`config.mk`:
```
export PLATFORM = sky130hd
export DESIGN_NAME = trb_bank
export DESIGN_NICKNAME = d
export VERILOG_FILES = /design/src/trb_pkg.sv /design/src/trb_rd_if.sv /design/src/trb_bank.sv /design/src/trb_rd_pipe.sv
export SDC_FILE = /design/constraint.sdc
export NUM_CORES = 1
export LEC_CHECK = 0
export BUFFER_PORTS_ARGS = -buffer_cell sky130_fd_sc_hd__clkbuf_2
export CAP_MARGIN = 15
export CORE_MARGIN = 10
export CORE_UTILIZATION = 57
export CTS_CLUSTER_DIAMETER = 100
export DETAILED_ROUTE_END_ITERATION = 10
export PLACE_DENSITY = 0.8
export SYNTH_ARGS = -nofsm -noshare
export SYNTH_HDL_FRONTEND = slang
export SYNTH_SLANG_ARGS = --single-unit
```
`constraint.sdc`:
```
create_clock -name i_ref_clk -period 4.7 [get_ports i_ref_clk]
set_clock_uncertainty 0.05 [all_clocks]
set_input_delay 0.47 -clock i_ref_clk [delete_from_list [all_inputs] [get_ports i_ref_clk]]
set_output_delay 0.47 -clock i_ref_clk [all_outputs]
set_load 0.005 [all_outputs]
```
`src/trb_pkg.sv`:
```
// Package: register map, field positions and reset values of the test register bank
package trb_pkg;
	localparam int ADDR_W = 12;
	localparam logic [11:0] OFF_RST = 12'h000;
	localparam logic [11:0] OFF_OPM = 12'h004;
	localparam logic [11:0] OFF_LHA_LO = 12'h008;
	localparam logic [11:0] OFF_LHA_HI = 12'h00C;
	localparam logic [11:0] OFF_RHI_LO = 12'h010;
	localparam logic [11:0] OFF_RHI_HI = 12'h014;
	localparam logic [11:0] OFF_LNA = 12'h018;
	localparam logic [11:0] OFF_RNA = 12'h01C;
	localparam logic [11:0] OFF_TMO = 12'h020;
	localparam logic [11:0] OFF_CMD = 12'h040;
	localparam logic [11:0] OFF_LPORT = 12'h044;
	localparam logic [11:0] OFF_RPORT = 12'h048;
	localparam logic [11:0] OFF_ICLR = 12'h080;
	localparam logic [11:0] OFF_EVER = 12'h100;
	localparam logic [11:0] OFF_ESTS = 12'h104;
	localparam logic [11:0] OFF_ECAUSE = 12'h108;
	localparam logic [11:0] OFF_RHO_LO = 12'h10C;
	localparam logic [11:0] OFF_RHO_HI = 12'h110;
	localparam logic [11:0] OFF_MVER = 12'h200;
	localparam logic [11:0] OFF_MSTS = 12'h204;
	// Write-only region ends below this offset
	localparam logic [11:0] WO_LIMIT = 12'h100;
	localparam int RD_LAT = 2;
	localparam int STS_INIT_BIT = 0;
	localparam int STS_CONN_BIT = 1;
	localparam int STS_INT_BIT = 2;
	localparam int STS_STATE_LSB = 16;
	localparam int OPM_ECHO_BIT = 16;
	localparam logic [31:0] RST_VAL = 32'h0000_0000;
	// Byte address to word-aligned offset: low two bits dropped
	function automatic logic [11:0] trb_word(input logic [11:0] a);
		return {a[11:2], 2'b00};
	endfunction : trb_word
endpackage : trb_pkg

```
`src/trb_rd_if.sv`:
```
// Interface: read request, selected data and delayed answer
interface trb_rd_if;
	import trb_pkg::*;
	logic req; // Read request
	logic [31:0] sel; // Selected data
	logic [31:0] data; // Answer data
	logic valid; // Answer strobe
	modport src (output req, output sel, input data, input valid);
	modport pipe (input req, input sel, output data, output valid);
endinterface : trb_rd_if

```
`src/trb_bank.sv`:
```
// Top: register bank between software register port and offload engine/MAC
// Summary of operation
// - Config bit 0 drives engine reset low
// - Operation register drives select mode, echo enable
// - Local hardware address from low/high words
// - Remote hardware address input from two words
// - Local and remote network addresses registers
// - Timeout register drives engine timeout continuously
// - Command write gives code, one-cycle strobe
// - Local and remote port numbers, sixteen bits
// - Writing one clears sticky interrupt flag
// - Region below 0x100 is write-only
// - Output regions are read-only core views
// - Engine version register returns engine version
// - Status: init, open, state bits 20:16
// - Interrupt flag sticky until software clears
// - Cause register returns engine cause word
// - Remote address output readable as two words
// - MAC version register returns MAC version
// - MAC status bit 0 shows link up
// - Read answer two cycles after request
// - Writes update all bits, byte enables ignored
module trb_bank
	import trb_pkg::*;
(
	input wire logic i_ref_clk,
	input wire logic i_rst,
	input wire logic [11:0] i_reg_addr,
	input wire logic i_reg_wr_en,
	input wire logic [31:0] i_reg_wr_data,
	input wire logic [3:0] i_write_byte_enables,
	input wire logic i_read_request,
	output logic [31:0] o_reg_rd_data,
	output logic o_read_valid,
	output logic o_engine_reset_n,
	output logic [1:0] o_remote_addr_select_mode,
	output logic o_resolve_echo_enable,
	output logic [47:0] o_local_hw_address,
	output logic [47:0] o_remote_hw_address_in,
	output logic [31:0] o_local_net_address,
	output logic [31:0] o_remote_net_address,
	output logic [31:0] o_timeout_value,
	output logic [1:0] o_connection_command_code,
	output logic o_connection_command_strobe,
	output logic [15:0] o_local_port,
	output logic [15:0] o_remote_port,
	input wire logic [31:0] i_engine_version,
	input wire logic i_init_done,
	input wire logic i_connection_open,
	input wire logic i_engine_interrupt,
	input wire logic [4:0] i_engine_state,
	input wire logic [31:0] i_interrupt_cause,
	input wire logic [47:0] i_remote_hw_address_out,
	input wire logic [31:0] i_mac_version,
	input wire logic i_mac_link_up
);
	// Byte enables are accepted but unused: all writes are full words
	logic [3:0] unused_be;
	assign unused_be = i_write_byte_enables;

	// Word-aligned offset and write decode
	logic [11:0] off;
	assign off = trb_word(i_reg_addr);
	logic wr_ok; // Write lands in the write-only region
	assign wr_ok = i_reg_wr_en && (off < WO_LIMIT);
	logic wr_rst, wr_opm, wr_lhl, wr_lhh, wr_rhl, wr_rhh;
	logic wr_lna, wr_rna, wr_tmo, wr_cmd, wr_lp, wr_rp, wr_icl;
	assign wr_rst = wr_ok && (off == OFF_RST);
	assign wr_opm = wr_ok && (off == OFF_OPM);
	assign wr_lhl = wr_ok && (off == OFF_LHA_LO);
	assign wr_lhh = wr_ok && (off == OFF_LHA_HI);
	assign wr_rhl = wr_ok && (off == OFF_RHI_LO);
	assign wr_rhh = wr_ok && (off == OFF_RHI_HI);
	assign wr_lna = wr_ok && (off == OFF_LNA);
	assign wr_rna = wr_ok && (off == OFF_RNA);
	assign wr_tmo = wr_ok && (off == OFF_TMO);
	assign wr_cmd = wr_ok && (off == OFF_CMD);
	assign wr_lp = wr_ok && (off == OFF_LPORT);
	assign wr_rp = wr_ok && (off == OFF_RPORT);
	assign wr_icl = wr_ok && (off == OFF_ICLR);

	// Engine outputs come from a foreign domain: two flops each
	logic [127:0] sa_r, sb_r; // Version, cause, remote address low, MAC ver
	logic [24:0] fa_r, fb_r; // Status bits and remote address high
	always_ff @(posedge i_ref_clk) begin
		if (i_rst) begin
			sa_r <= '0;
			sb_r <= '0;
			fa_r <= '0;
			fb_r <= '0;
		end else begin
			sa_r <= {i_engine_version, i_interrupt_cause,
				i_remote_hw_address_out[31:0], i_mac_version};
			sb_r <= sa_r;
			fa_r <= {i_init_done, i_connection_open, i_engine_interrupt,
				i_engine_state, i_mac_link_up,
				i_remote_hw_address_out[47:32]};
			fb_r <= fa_r;
		end
	end
	logic [31:0] s_ever, s_cause, s_rho_lo, s_mver;
	assign {s_ever, s_cause, s_rho_lo, s_mver} = sb_r;
	logic s_init, s_conn, s_int, s_link;
	logic [4:0] s_state;
	logic [15:0] s_rho_hi;
	assign {s_init, s_conn, s_int, s_state, s_link, s_rho_hi} = fb_r;

	// Sticky interrupt flag: a new event wins over the clear
	logic int_flag_r, int_flag_nxt;
	assign int_flag_nxt = s_int ? 1'b1
		: ((wr_icl && i_reg_wr_data[0]) ? 1'b0 : int_flag_r);

	// Command strobe: one cycle per command write
	logic cmd_stb_nxt;
	assign cmd_stb_nxt = wr_cmd;

	// Configuration registers, cleared on reset so engine stays reset
	always_ff @(posedge i_ref_clk) begin
		if (i_rst) begin
			o_engine_reset_n <= 1'b0;
			o_remote_addr_select_mode <= 2'h0;
			o_resolve_echo_enable <= 1'b0;
			o_local_hw_address <= 48'h0;
			o_remote_hw_address_in <= 48'h0;
			o_local_net_address <= RST_VAL;
			o_remote_net_address <= RST_VAL;
			o_timeout_value <= RST_VAL;
			o_connection_command_code <= 2'h0;
			o_connection_command_strobe <= 1'b0;
			o_local_port <= 16'h0;
			o_remote_port <= 16'h0;
			int_flag_r <= 1'b0;
		end else begin
			if (wr_rst) o_engine_reset_n <= i_reg_wr_data[0];
			if (wr_opm) begin
				o_remote_addr_select_mode <= i_reg_wr_data[1:0];
				o_resolve_echo_enable <= i_reg_wr_data[OPM_ECHO_BIT];
			end
			// Full-word writes, no byte lanes
			if (wr_lhl) o_local_hw_address[31:0] <= i_reg_wr_data;
			if (wr_lhh) o_local_hw_address[47:32] <= i_reg_wr_data[15:0];
			if (wr_rhl) o_remote_hw_address_in[31:0] <= i_reg_wr_data;
			if (wr_rhh) o_remote_hw_address_in[47:32] <= i_reg_wr_data[15:0];
			if (wr_lna) o_local_net_address <= i_reg_wr_data;
			if (wr_rna) o_remote_net_address <= i_reg_wr_data;
			if (wr_tmo) o_timeout_value <= i_reg_wr_data;
			if (wr_cmd) o_connection_command_code <= i_reg_wr_data[1:0];
			o_connection_command_strobe <= cmd_stb_nxt;
			if (wr_lp) o_local_port <= i_reg_wr_data[15:0];
			if (wr_rp) o_remote_port <= i_reg_wr_data[15:0];
			int_flag_r <= int_flag_nxt;
		end
	end

	// Status word assembly
	logic [31:0] sts_word;
	always_comb begin
		sts_word = '0;
		sts_word[STS_INIT_BIT] = s_init;
		sts_word[STS_CONN_BIT] = s_conn;
		sts_word[STS_INT_BIT] = int_flag_r;
		sts_word[STS_STATE_LSB +: 5] = s_state;
	end

	// Read mux: only output regions answer, all else reads zero
	logic [31:0] rd_sel;
	always_comb begin
		unique case (off)
			OFF_EVER: rd_sel = s_ever;
			OFF_ESTS: rd_sel = sts_word;
			OFF_ECAUSE: rd_sel = s_cause;
			OFF_RHO_LO: rd_sel = s_rho_lo;
			OFF_RHO_HI: rd_sel = {16'h0, s_rho_hi};
			OFF_MVER: rd_sel = s_mver;
			OFF_MSTS: rd_sel = {31'h0, s_link};
			default: rd_sel = '0;
		endcase
	end

	// Read latency pipeline
	trb_rd_if rd ();
	assign rd.req = i_read_request;
	assign rd.sel = rd_sel;
	trb_rd_pipe u_pipe (
		.i_ref_clk(i_ref_clk),
		.i_rst(i_rst),
		.rd(rd)
	);
	// Answer comes straight from the pipeline flops: a further output
	// stage would stretch the read latency past two cycles
	assign o_read_valid = rd.valid;
	assign o_reg_rd_data = rd.data;

	// Checks kept next to the logic
	// Engine reset bit follows written bit 0
	property p_rst_bit;
		@(posedge i_ref_clk) disable iff (i_rst)
		wr_rst |=> o_engine_reset_n == $past(i_reg_wr_data[0]);
	endproperty : p_rst_bit
	a_rst_bit: assert property (p_rst_bit)
		else $error("engine reset bit not taken");
	// Engine reset only moves on its own register write
	property p_rst_hold;
		@(posedge i_ref_clk) disable iff (i_rst)
		!wr_rst |=> $stable(o_engine_reset_n);
	endproperty : p_rst_hold
	a_rst_hold: assert property (p_rst_hold)
		else $error("engine reset changed without a write");
	// Select mode and echo enable taken from their fields
	property p_opm;
		@(posedge i_ref_clk) disable iff (i_rst)
		wr_opm |=>
			o_resolve_echo_enable == $past(i_reg_wr_data[OPM_ECHO_BIT])
			&& o_remote_addr_select_mode == $past(i_reg_wr_data[1:0]);
	endproperty : p_opm
	a_opm: assert property (p_opm)
		else $error("operation fields wrong");
	// Local address low word stored whole
	property p_lha_lo;
		@(posedge i_ref_clk) disable iff (i_rst)
		wr_lhl |=> o_local_hw_address[31:0] == $past(i_reg_wr_data);
	endproperty : p_lha_lo
	a_lha_lo: assert property (p_lha_lo)
		else $error("local address low word wrong");
	// Local address high word keeps only the low half
	property p_lha;
		@(posedge i_ref_clk) disable iff (i_rst)
		wr_lhh |=>
			o_local_hw_address[47:32] == $past(i_reg_wr_data[15:0]);
	endproperty : p_lha
	a_lha: assert property (p_lha)
		else $error("local address high word wrong");
	// Remote address input low word stored whole
	property p_rhi_lo;
		@(posedge i_ref_clk) disable iff (i_rst)
		wr_rhl |=>
			o_remote_hw_address_in[31:0] == $past(i_reg_wr_data);
	endproperty : p_rhi_lo
	a_rhi_lo: assert property (p_rhi_lo)
		else $error("remote address low word wrong");
	// Remote address input high word keeps only the low half
	property p_rhi_hi;
		@(posedge i_ref_clk) disable iff (i_rst)
		wr_rhh |=>
			o_remote_hw_address_in[47:32] == $past(i_reg_wr_data[15:0]);
	endproperty : p_rhi_hi
	a_rhi_hi: assert property (p_rhi_hi)
		else $error("remote address high word wrong");
	// Local network address stored whole
	property p_lna;
		@(posedge i_ref_clk) disable iff (i_rst)
		wr_lna |=> o_local_net_address == $past(i_reg_wr_data);
	endproperty : p_lna
	a_lna: assert property (p_lna)
		else $error("local network address wrong");
	// Remote network address stored whole
	property p_rna;
		@(posedge i_ref_clk) disable iff (i_rst)
		wr_rna |=> o_remote_net_address == $past(i_reg_wr_data);
	endproperty : p_rna
	a_rna: assert property (p_rna)
		else $error("remote network address wrong");
	// Timeout taken from a full-word write
	property p_tmo;
		@(posedge i_ref_clk) disable iff (i_rst)
		wr_tmo |=> o_timeout_value == $past(i_reg_wr_data);
	endproperty : p_tmo
	a_tmo: assert property (p_tmo)
		else $error("timeout not stored");
	// Timeout stands between its own writes, stray writes included
	property p_tmo_hold;
		@(posedge i_ref_clk) disable iff (i_rst)
		!wr_tmo |=> $stable(o_timeout_value);
	endproperty : p_tmo_hold
	a_tmo_hold: assert property (p_tmo_hold)
		else $error("timeout changed without a write");
	// Strobe drops after a single command write
	property p_cmd;
		@(posedge i_ref_clk) disable iff (i_rst)
		wr_cmd ##1 !wr_cmd |=> !o_connection_command_strobe;
	endproperty : p_cmd
	a_cmd: assert property (p_cmd)
		else $error("command strobe longer than one cycle");
	// Every command write raises the strobe
	property p_cmd_on;
		@(posedge i_ref_clk) disable iff (i_rst)
		wr_cmd |=> o_connection_command_strobe;
	endproperty : p_cmd_on
	a_cmd_on: assert property (p_cmd_on)
		else $error("command strobe missing");
	// Command code presented with its strobe
	property p_cmd_code;
		@(posedge i_ref_clk) disable iff (i_rst)
		wr_cmd |=>
			o_connection_command_code == $past(i_reg_wr_data[1:0]);
	endproperty : p_cmd_code
	a_cmd_code: assert property (p_cmd_code)
		else $error("command code wrong");
	// Local port keeps the low half of the write
	property p_lport;
		@(posedge i_ref_clk) disable iff (i_rst)
		wr_lp |=> o_local_port == $past(i_reg_wr_data[15:0]);
	endproperty : p_lport
	a_lport: assert property (p_lport)
		else $error("local port wrong");
	// Remote port keeps the low half of the write
	property p_rport;
		@(posedge i_ref_clk) disable iff (i_rst)
		wr_rp |=> o_remote_port == $past(i_reg_wr_data[15:0]);
	endproperty : p_rport
	a_rport: assert property (p_rport)
		else $error("remote port wrong");
	// Flag holds unless a clear arrives
	property p_sticky;
		@(posedge i_ref_clk) disable iff (i_rst)
		int_flag_r && !(wr_icl && i_reg_wr_data[0]) |=> int_flag_r;
	endproperty : p_sticky
	a_sticky: assert property (p_sticky)
		else $error("interrupt flag dropped without clear");
	// An engine event always sets the flag, even against a clear
	property p_set;
		@(posedge i_ref_clk) disable iff (i_rst)
		s_int |=> int_flag_r;
	endproperty : p_set
	a_set: assert property (p_set)
		else $error("interrupt flag not set");
	// A clear with no new event empties the flag
	property p_clear;
		@(posedge i_ref_clk) disable iff (i_rst)
		wr_icl && i_reg_wr_data[0] && !s_int |=> !int_flag_r;
	endproperty : p_clear
	a_clear: assert property (p_clear)
		else $error("interrupt flag not cleared");
	// Answer strobe two edges after the request
	property p_lat;
		@(posedge i_ref_clk) disable iff (i_rst)
		i_read_request |-> ##2 o_read_valid;
	endproperty : p_lat
	a_lat: assert property (p_lat)
		else $error("read valid late");
	// Answer carries what was selected at the request edge
	property p_lat_data;
		@(posedge i_ref_clk) disable iff (i_rst)
		i_read_request |-> ##2 o_reg_rd_data == $past(rd_sel, 2);
	endproperty : p_lat_data
	a_lat_data: assert property (p_lat_data)
		else $error("read data not from request cycle");
	// Write-only region never reads back
	property p_wo;
		@(posedge i_ref_clk) disable iff (i_rst)
		off < WO_LIMIT |-> rd_sel == 32'h0;
	endproperty : p_wo
	a_wo: assert property (p_wo)
		else $error("write-only register readable");
endmodule : trb_bank

```
`src/trb_rd_pipe.sv`:
```
// Two-stage read pipeline giving the read answer its fixed latency
module trb_rd_pipe
	import trb_pkg::*;
(
	input wire logic i_ref_clk,
	input wire logic i_rst,
	trb_rd_if.pipe rd
);
	logic req_d_r; // First delay stage of the request
	logic [31:0] sel_d_r; // Data held with that stage
	logic valid_r; // Second stage, the answer strobe
	logic [31:0] data_r; // Answer data

	// Request delayed through two flops
	always_ff @(posedge i_ref_clk) begin
		if (i_rst) begin
			req_d_r <= 1'b0;
			valid_r <= 1'b0;
			sel_d_r <= RST_VAL;
			data_r <= RST_VAL;
		end else begin
			req_d_r <= rd.req;
			valid_r <= req_d_r;
			sel_d_r <= rd.sel;
			data_r <= sel_d_r;
		end
	end

	assign rd.valid = valid_r;
	assign rd.data = data_r;

	// Strobe follows the request by exactly two edges
	property p_two_cycle;
		@(posedge i_ref_clk) disable iff (i_rst)
		rd.req |-> ##2 rd.valid;
	endproperty : p_two_cycle
	a_two_cycle: assert property (p_two_cycle)
		else $error("read valid not two cycles after request");
endmodule : trb_rd_pipe

```
==> impl_metrics.ini, run 1 <==
[run_status]
status = finished clean

[worst_setup_path]
crit_family = buffers and inverters
path_buf_inv = 3
crit_top_cell = buf_4
critical_path_arrival_ns = 2.82
critPathSlowestCell = nand4_2
crit_fanout = 19
criticalPathCategory = input pin to flip-flop
crit_path_max_incr_delay_ns = 0.63
endpoint_kind = flip-flop
crit_chain = clkbuf_2, and2_1, buf_4, nand4_2, buf_4, mux2i_1, nor2_1
required_ns = 5.10
cp-start-kind = input pin

[power_and_ir_drop]
combPwrFrac = 0.036
swShare = 0.2042
power_frac_clock = 0.455
seq_power_share = 0.509
p_sw_mw = 2.118
internal_power_mw = 8.252
p_per_area_nw_per_um2 = 433.8
leakage_nw = 10.89
vdd.ir_drop.worst_mv = 0.3372

[route]
post_drt_via_cell_ratio = 5.161
ant_nets = 0
drc_errors = 0
drtIter0Drc = 946
wl_per_cell_um = 19.74
dr.pass1.iters = 5
vias = 14200
wl_mm = 54.31

[synthesis]
synth_cell_type_count = 42
synth-seq-cells = 604
async_flop_share = 0
avgSynthCellArea_sq_um = 10.48
synth_area_sq_um = 19490
ys_warn_count = 0
synth_nets = 2064
synth_flop_cell = dfxtp_1
syn_inst = 1859
yosysSeqAreaShare = 0.6205
synth_edf_count = 0

[timing]
tightest_slew_ns = 1.071
finalCritPeriodShare = 0.5161
final-setup-viol-count = 0
final.setup.tns_ns = 0
relSlewSlack = 0.2848
rsz0062_at_grt = false
hold_violations = 0
slew_violations = 0
max_freq_mhz = 412.3
period_minus_slack_ns = 2.425

[placement]
hpwl_mm = 38.28
portBuffers = 462
gp_congestion = 0.8672

[floorplanning]
ios = 469
coreArea_sq_um = 33620
die_y_um = 204.9
row_count = 67
die_area_sq_um = 41980
die_w_um = 204.9
start_util = 0.5797

[global_routing]
overflow = 0
grt_max_degree = 179
grt_pass1_vias = 13990
grt_pass1_wl_mm = 80.96
grt_util_all_layers = 0.2457
antenna_found_initial = 8

[cts]
cts_resized = 0
cts_htree_levels = 2
post_cts_buffers = 0
insertion_delay_ns = 0.58
cts_tree = done
clock_path_buffers = 3
ctsHoldBuffers = 0
clock_sinks = 604
clkTransAtPathRegs_ns = 0.06
cts_buffers = 57
cts-root-buf = clkbuf_16

[run]
maxCapViolations = 0

[cells_and_area]
nFillCells = 2425
final_common_cell = dfxtp_1
layout_common_cells = dfxtp_1, clkbuf_2, nor2b_1, nand2_1, nor2_1
final_util = 0.7111
nets = 2463
drive_gt1_frac = 0.2557
area_growth_pct = 22.66

[hold_path]
hp-class = input pin to flip-flop
power by group through the flow:
| stage | clock network (mW) | registers [mW] | logic, mW |
|---|---|---|---|
| after floorplan | 0 | 5.37 | 0.214 |
| after global placement | 0 | 5.38 | 0.368 |
| after detailed placement | 0 | 5.39 | 0.375 |
| after CTS | 4.76 | 5.27 | 0.377 |
| after global routing | 4.99 | 5.28 | 0.410 |
| final | 4.72 | 5.27 | 0.376 |
logic make-up after synthesis:
logic type / Yosys count / synth area share
simple gates: 767 / 0.2078
flops: 604 / 0.6205
compound gates: 199 / 0.06331
mux: 146 / 0.07769
buf+inv: 143 / 0.03069
cell usage after synthesis, drive strengths merged (5+ instances only):
library cell    n  area share
nand4          13      0.0067
a21oi         118       0.030
buf            41       0.011
mux2i         140       0.072
nor2b         345        0.11
nor4b           5      0.0049
a21o           21      0.0081
nand3          41       0.011
o2bb2ai         5      0.0022
nand2         195       0.038
a22o           19      0.0085
and3            5      0.0016
clkbuf        100       0.019
a22oi          26       0.010
nor2          149       0.029
dfxtp         604        0.62
stage by stage:
stage | hold WS [ns] | instance area [sq um] | power (mW) | cells | worst slack [ns]
5_1_grt | 0.03153 | 23900 | 10.68 | 2750 | 2.104
4_1_cts | 0.02303 | 23900 | 10.41 | 2748 | 2.261
2_1_floorplan | 0.3608 | 19490 | 5.587 | 1859 | 2.788
3_5_place_dp | 0.3704 | 21950 | 5.760 | 2647 | 1.662
3_3_place_gp | 0.3652 | 21950 | 5.749 | 2647 | 1.750
6_report | 0.04017 | 23900 | 10.37 | 2751 | 2.275
routing by layer:
layer | track usage | vias to the layer above | part of all wire
met5 | 0 | - | 0.0014
met4 | 0.1097 | 10 | 0.039
met3 | 0.07203 | 126 | 0.093
met2 | 0.3972 | 586 | 0.47
met1 | 0.2989 | 6641 | 0.40
li1 | - | 6836 | -
worst paths after layout:
| path | end | cells past startpoint | slack [ns] | start |
|---|---|---|---|---|
| worst max register to register | u_pipe.sel_d_r[18] | 3 | 3.50 | sb_r[114] |
| worst min register to register | sb_r[79] | 1 | 0.38 | sa_r[79] |
| worst min-delay path | sa_r[20] | 2 | 0.04 | i_mac_version[20] |
| worst max-delay path | o_remote_net_address[5] | 7 | 2.27 | i_reg_addr[3] |
flip-flops by register name, indices dropped and copies added, names as in the netlist, 32 cells and up:
signal,cells
sb_r,128
o_remote_hw_address_in,48
u_pipe.sel_d_r,32
sa_r,128
o_remote_net_address,32
o_local_hw_address,48
u_pipe.rd.data,32
o_timeout_value,32
o_local_net_address,32
final cells by class:
| class | instances | area (sq um) | share of cell area |
|---|---|---|---|
| diodes | 3 | 7.507 | 0.0003141 |
| clock buffers | 84 | 1648 | 0.06893 |
| clock inverters | 17 | 300.3 | 0.01256 |
| inverters | 2 | 7.507 | 0.0003141 |
| multi-input cells | 1112 | 6812 | 0.2850 |
| flip-flops and latches | 604 | 12090 | 0.5058 |
| well taps | 448 | 560.5 | 0.02345 |
| repair buffers | 481 | 2477 | 0.1036 |
Note: power is estimated with default switching activity, not from simulation.
==> run 2, diff against run 1 <==
- CORE_UTILIZATION: 57 -> 53
- PLACE_DENSITY: 0.8 -> 0.75
- clock period: 4.7 -> 2.5 ns (I/O delays scaled with it)
==> impl_metrics.ini, run 2 (synthesized netlist as in run 1, its figures left out) <==
[run_status]
status = finished clean

[timing]
tightest_slew_ns = 0.9683
slew_violations = 0
max_freq_mhz = 526.3
period_minus_slack_ns = 1.900
final-setup-viol-count = 0
rsz0062_at_grt = false
finalCritPeriodShare = 0.7600
final.setup.tns_ns = 0
relSlewSlack = 0.3531
hold_violations = 0
fin_ws_ns = 0.6001

[cts]
insertion_delay_ns = 0.61
cts_tree = done
clkTransAtPathRegs_ns = 0.06
clock_sinks = 604
post_cts_buffers = 0
cts_buffers = 56
cts-root-buf = clkbuf_16
cts_htree_levels = 2
clock_path_buffers = 3

[cells_and_area]
final_area_sq_um = 25900
drive_gt1_frac = 0.2457
layout_common_cells = dfxtp_1, clkbuf_2, nor2b_1, nand2_1, dlygate4sd3_1
final_common_cell = dfxtp_1
instances_no_fill = 2982
area_growth_pct = 32.91
nFillCells = 2536
top_regs = sa_r: 128 flops, sb_r: 128 flops
nets = 2670

[worst_setup_path]
crit_path_max_incr_delay_ns = 0.60
r2r_cells = 3
rr_endpoint = u_pipe.sel_d_r[20]
cp-start-kind = input pin
required_ns = 2.93
r2r_setup_slack_ns = 1.33
worstReg2RegStart = sb_r[84]
crit_top_cell = buf_4
critical_path_arrival_ns = 2.33
criticalPathCategory = input pin to flip-flop
crit_fanout = 32
endpoint_kind = flip-flop
crit_chain = dlygate4sd3_1, clkbuf_2, nor3b_2, buf_4, nand4_2, buf_4, mux2i_1, nor2_1
critPathSlowestCell = dlygate4sd3_1

[power_and_ir_drop]
p_per_area_nw_per_um2 = 739.3
power_mw = 19.15
internal_power_mw = 14.98
swShare = 0.2176
leakage_nw = 11.76
power_frac_clock = 0.430
p_sw_mw = 4.167
combPwrFrac = 0.052
seq_power_share = 0.518
vdd.ir_drop.worst_mv = 0.5655

[hold_path]
holdPathStages = 3
min_from = i_reg_wr_data[13]
hp-class = input pin to flip-flop
worst_hold_path.endpoint = o_remote_hw_address_in[13]

[global_routing]
grt_pass1_vias = 15460
overflow = 0
antenna_found_initial = 12
grt_max_degree = 81
grt_pass1_wl_mm = 90.08
grt_util_all_layers = 0.2572

[floorplanning]
die_area_sq_um = 44840
die_y_um = 211.8
ios = 469
die_w_um = 211.8
coreArea_sq_um = 36430
start_util = 0.5349
row_count = 70

[route]
wl_per_cell_um = 20.08
wl_mm = 59.89
dr.pass1.iters = 7
ant_nets = 0
vias = 15270
post_drt_via_cell_ratio = 5.120
drc_errors = 0
drtIter0Drc = 1118

[placement]
hpwl_mm = 38.81
gp_congestion = 0.8462
placed_area_sq_um = 22260
dp_cells = 2692
pre_cts_ws_ns = 0.3010
portBuffers = 462

[run]
maxCapViolations = 0
==> run 2: changes by cell type in the layout (fill, tap and decap cells not counted), sizes merged <==
| cell | before | now |
|---|---|---|
| dlygate4sd3 | 0 | 183 |
| buf | 20 | 45 |
| clkinv | 6 | 17 |
| bufinv | 8 | 1 |
| clkbuf | 545 | 541 |
| diode | 3 | 7 |
| inv | 5 | 4 |
==> run 2: area by class of cell <==
class,instances,area [sq um],area share
Tap cell,468,585.6,0.02261
Antenna cell,7,17.52,0.0006763
Clock buffer,80,1622,0.06261
Timing Repair Buffer,689,4584,0.1770
Sequential cell,604,12090,0.4669
Multi-Input combinational cell,1112,6825,0.2635
Inverter,2,7.507,0.0002899
Clock inverter,20,166.4,0.006425
==> run 2: timing repair <==
item	4_1_cts	5_1_grt
endpoints found under the hold margin	261	0
hold buffers	183	0
gates resized for setup	0	0
==> run 2: how the worst max path moves through the flow <==
stage	end	from
3_3_place_gp	u_pipe.sel_d_r[6]	i_reg_addr[11]
6_report	o_timeout_value[24]	i_reg_wr_en
2_1_floorplan	o_local_hw_address[37]	i_reg_addr[9]
5_1_grt	o_remote_port[6]	i_reg_wr_en
4_1_cts	o_timeout_value[10]	i_reg_wr_en
3_5_place_dp	u_pipe.sel_d_r[7]	i_reg_addr[11]
==> run 2: stage by stage <==
step                hold WS (ns)    util
floorplan                 0.3282       -
global placement          0.3665  0.6110
detailed placement        0.3704  0.6110
CTS                     0.001200  0.7104
global route             0.03603  0.7107
finish                   0.04076  0.7109
==> run 2: power by group through the flow <==
stage               registers, mW  clock network [mW]  logic, mW
floorplan                    10.1                   0      0.402
global route                 9.93                8.70       1.08
finish                       9.92                8.23       1.01
CTS                          9.91                8.34      0.975
global placement             10.1                   0      0.729
detailed placement           10.1                   0      0.743
==> run 2: worst max-delay path, delay by kind of cell <==
family / cells / cell delay [ns]
buffers and inverters: 4 / 1.44
and+or+nand+nor: 3 / 0.31
muxes: 1 / 0.30
==> run 2: layer usage <==
layer  routed length [um]  vias up  global-route usage
li1                     -     7296                   -
met1                23390     7165              0.2979
met2                29440      651              0.4355
met3                 4735      146             0.06684
met4                 2251       10              0.1227
met5                   74        -                   0
==> run 3, diff against run 2 <==
- CORE_UTILIZATION: 53 -> 48
- PLACE_DENSITY: 0.75 -> 0.72
- clock period: 2.5 -> 1.58 ns (I/O delays scaled with it)
==> impl_metrics.ini, run 3 (synthesized netlist as in run 1, its figures left out) <==
[run_status]
status = finished clean

[placement]
portBuffers = 462
hpwl_mm = 41.03
gp_congestion = 0.8562

[power_and_ir_drop]
leakage_nw = 12.12
p_per_area_nw_per_um2 = 1184
vdd.ir_drop.worst_mv = 0.8642
power_mw = 31.62

[floorplanning]
die_area_sq_um = 49060
ios = 469
row_count = 73
start_util = 0.4882
coreArea_sq_um = 39910
die_y_um = 221.5
die_w_um = 221.5

[cells_and_area]
drive_gt1_frac = 0.2576
final_common_cell = dfxtp_1
multiInputGateArea_sq_um = 6817
seqCellArea_sq_um = 12090
final_util = 0.6690
nets = 2718
area_growth_pct = 37.03
antenna_cells = 0
top_regs = sa_r: 128 flops, sb_r: 128 flops
nFillCells = 2885
layout_common_cells = dfxtp_1, clkbuf_2, nor2b_1, nand2_1, dlygate4sd3_1

[worst_setup_path]
required_ns = 2.03
cp-start-kind = input pin
endpoint_kind = flip-flop
crit_fanout = 22
critical_path_arrival_ns = 1.82
criticalPathCategory = input pin to flip-flop

[timing]
final-setup-viol-count = 0
hold_violations = 0
relSlewSlack = 0.2712
rsz0062_at_grt = false
max_freq_mhz = 729.8
finalCritPeriodShare = 0.8672
tightest_slew_ns = 1.091
final.setup.tns_ns = 0
slew_violations = 0
timing.hold.ws_ns = 0.04307
period_minus_slack_ns = 1.370

[global_routing]
grt_pass1_vias = 15800
gr-usage-met1 = 0.2806
antenna_found_initial = 7
grt_max_degree = 107
grt.busiest_layer = met2
overflow = 0
use_met2 = 0.4221
met3_usage = 0.05761
grt_pass1_wl_mm = 94.30
grt_util_all_layers = 0.2413

[cts]
insertion_delay_ns = 0.63
clock_sinks = 604
post_cts_buffers = 0
cts_buffers = 58
clkTransAtPathRegs_ns = 0.06
cts_htree_levels = 2
cts-root-buf = clkbuf_16
cts_tree = done
clock_path_buffers = 3

[route]
dr.pass1.iters = 5
wl_per_cell_um = 20.09
wl_mm = 61.95
drtIter0Drc = 1296
vias = 15430
drc_errors = 0
ant_nets = 0
post_drt_via_cell_ratio = 5.004

[hold_path]
hp-class = input pin to flip-flop

[run]
maxCapViolations = 0
[run 3: changes by cell type in the layout (fill, tap and decap cells not counted), moves of 2 or more]
cell / change
dlygate4sd3_1: +8
buf_4: +22
buf_12: +16
clkbuf_16: +2
clkinv_2: -3
clkinvlp_4: +4
bufinv_16: +6
diode_2: -7
clkbuf_8: -7
[run 3: final cells by class]
cell class                 count  area share
clock inverter                30     0.01523
timing repair buffer         735      0.1928
multi-input combinational   1112      0.2553
inverter                       2   0.0002811
sequential                   604      0.4528
clock buffer                  75     0.05899
tap                          525     0.02460
[run 3: power by group]
part	leakage, nW	switching (mW)	total (mW)	internal, mW
Sequential	4.93	0.0995	15.7	15.6
Combinational	6.22	0.812	1.66	0.849
Clock	0.964	6.00	14.3	8.26
Total	12.1	6.92	31.6	24.7
[run 3: through the flow]
| step | std cells | cell area [sq um] | setup slack, ns |
|---|---|---|---|
| finish | 3083 | 26700 | 0.2098 |
| global route | 3083 | 26700 | 0.1658 |
| CTS | 3083 | 26700 | 0.1677 |
| detailed placement | 2787 | 22810 | -0.2752 |
| global placement | 2787 | 22810 | -0.2051 |
| floorplan | 1859 | 19490 | 0.01056 |
[run 3: routing by layer]
layer  routed length [um]  part of all wire  vias up
met5                   94            0.0015        -
met4                 1966             0.032       14
met3                 4197             0.068      126
met2                30850              0.50      641
met1                24840              0.40     7280
li1                     -                 -     7365
[run 3: worst paths after layout]
kind              depth (start not counted)          start                 to  slack [ns]
setup / recovery                          5          i_rst           sa_r[94]        0.21
hold / removal                            4  i_reg_addr[6]         int_flag_r        0.04
setup reg to reg                          4     int_flag_r  u_pipe.sel_d_r[2]        0.38
hold reg to reg                           1       sa_r[13]           sb_r[13]        0.38
[run 3: timing repair]
| item | 4_1_cts | 5_1_grt |
|---|---|---|
| hold buffers | 191 | 0 |
| gates resized for setup | 0 | 0 |
| hold endpoints to repair | 390 | 0 |
[run 3: critical path, stage by stage]
cell and delay, ns:
dlygate4sd3_1 0.56, buf_8 0.24, buf_4 0.24, nor2b_1 0.06
dlygate4sd3_1 0.55
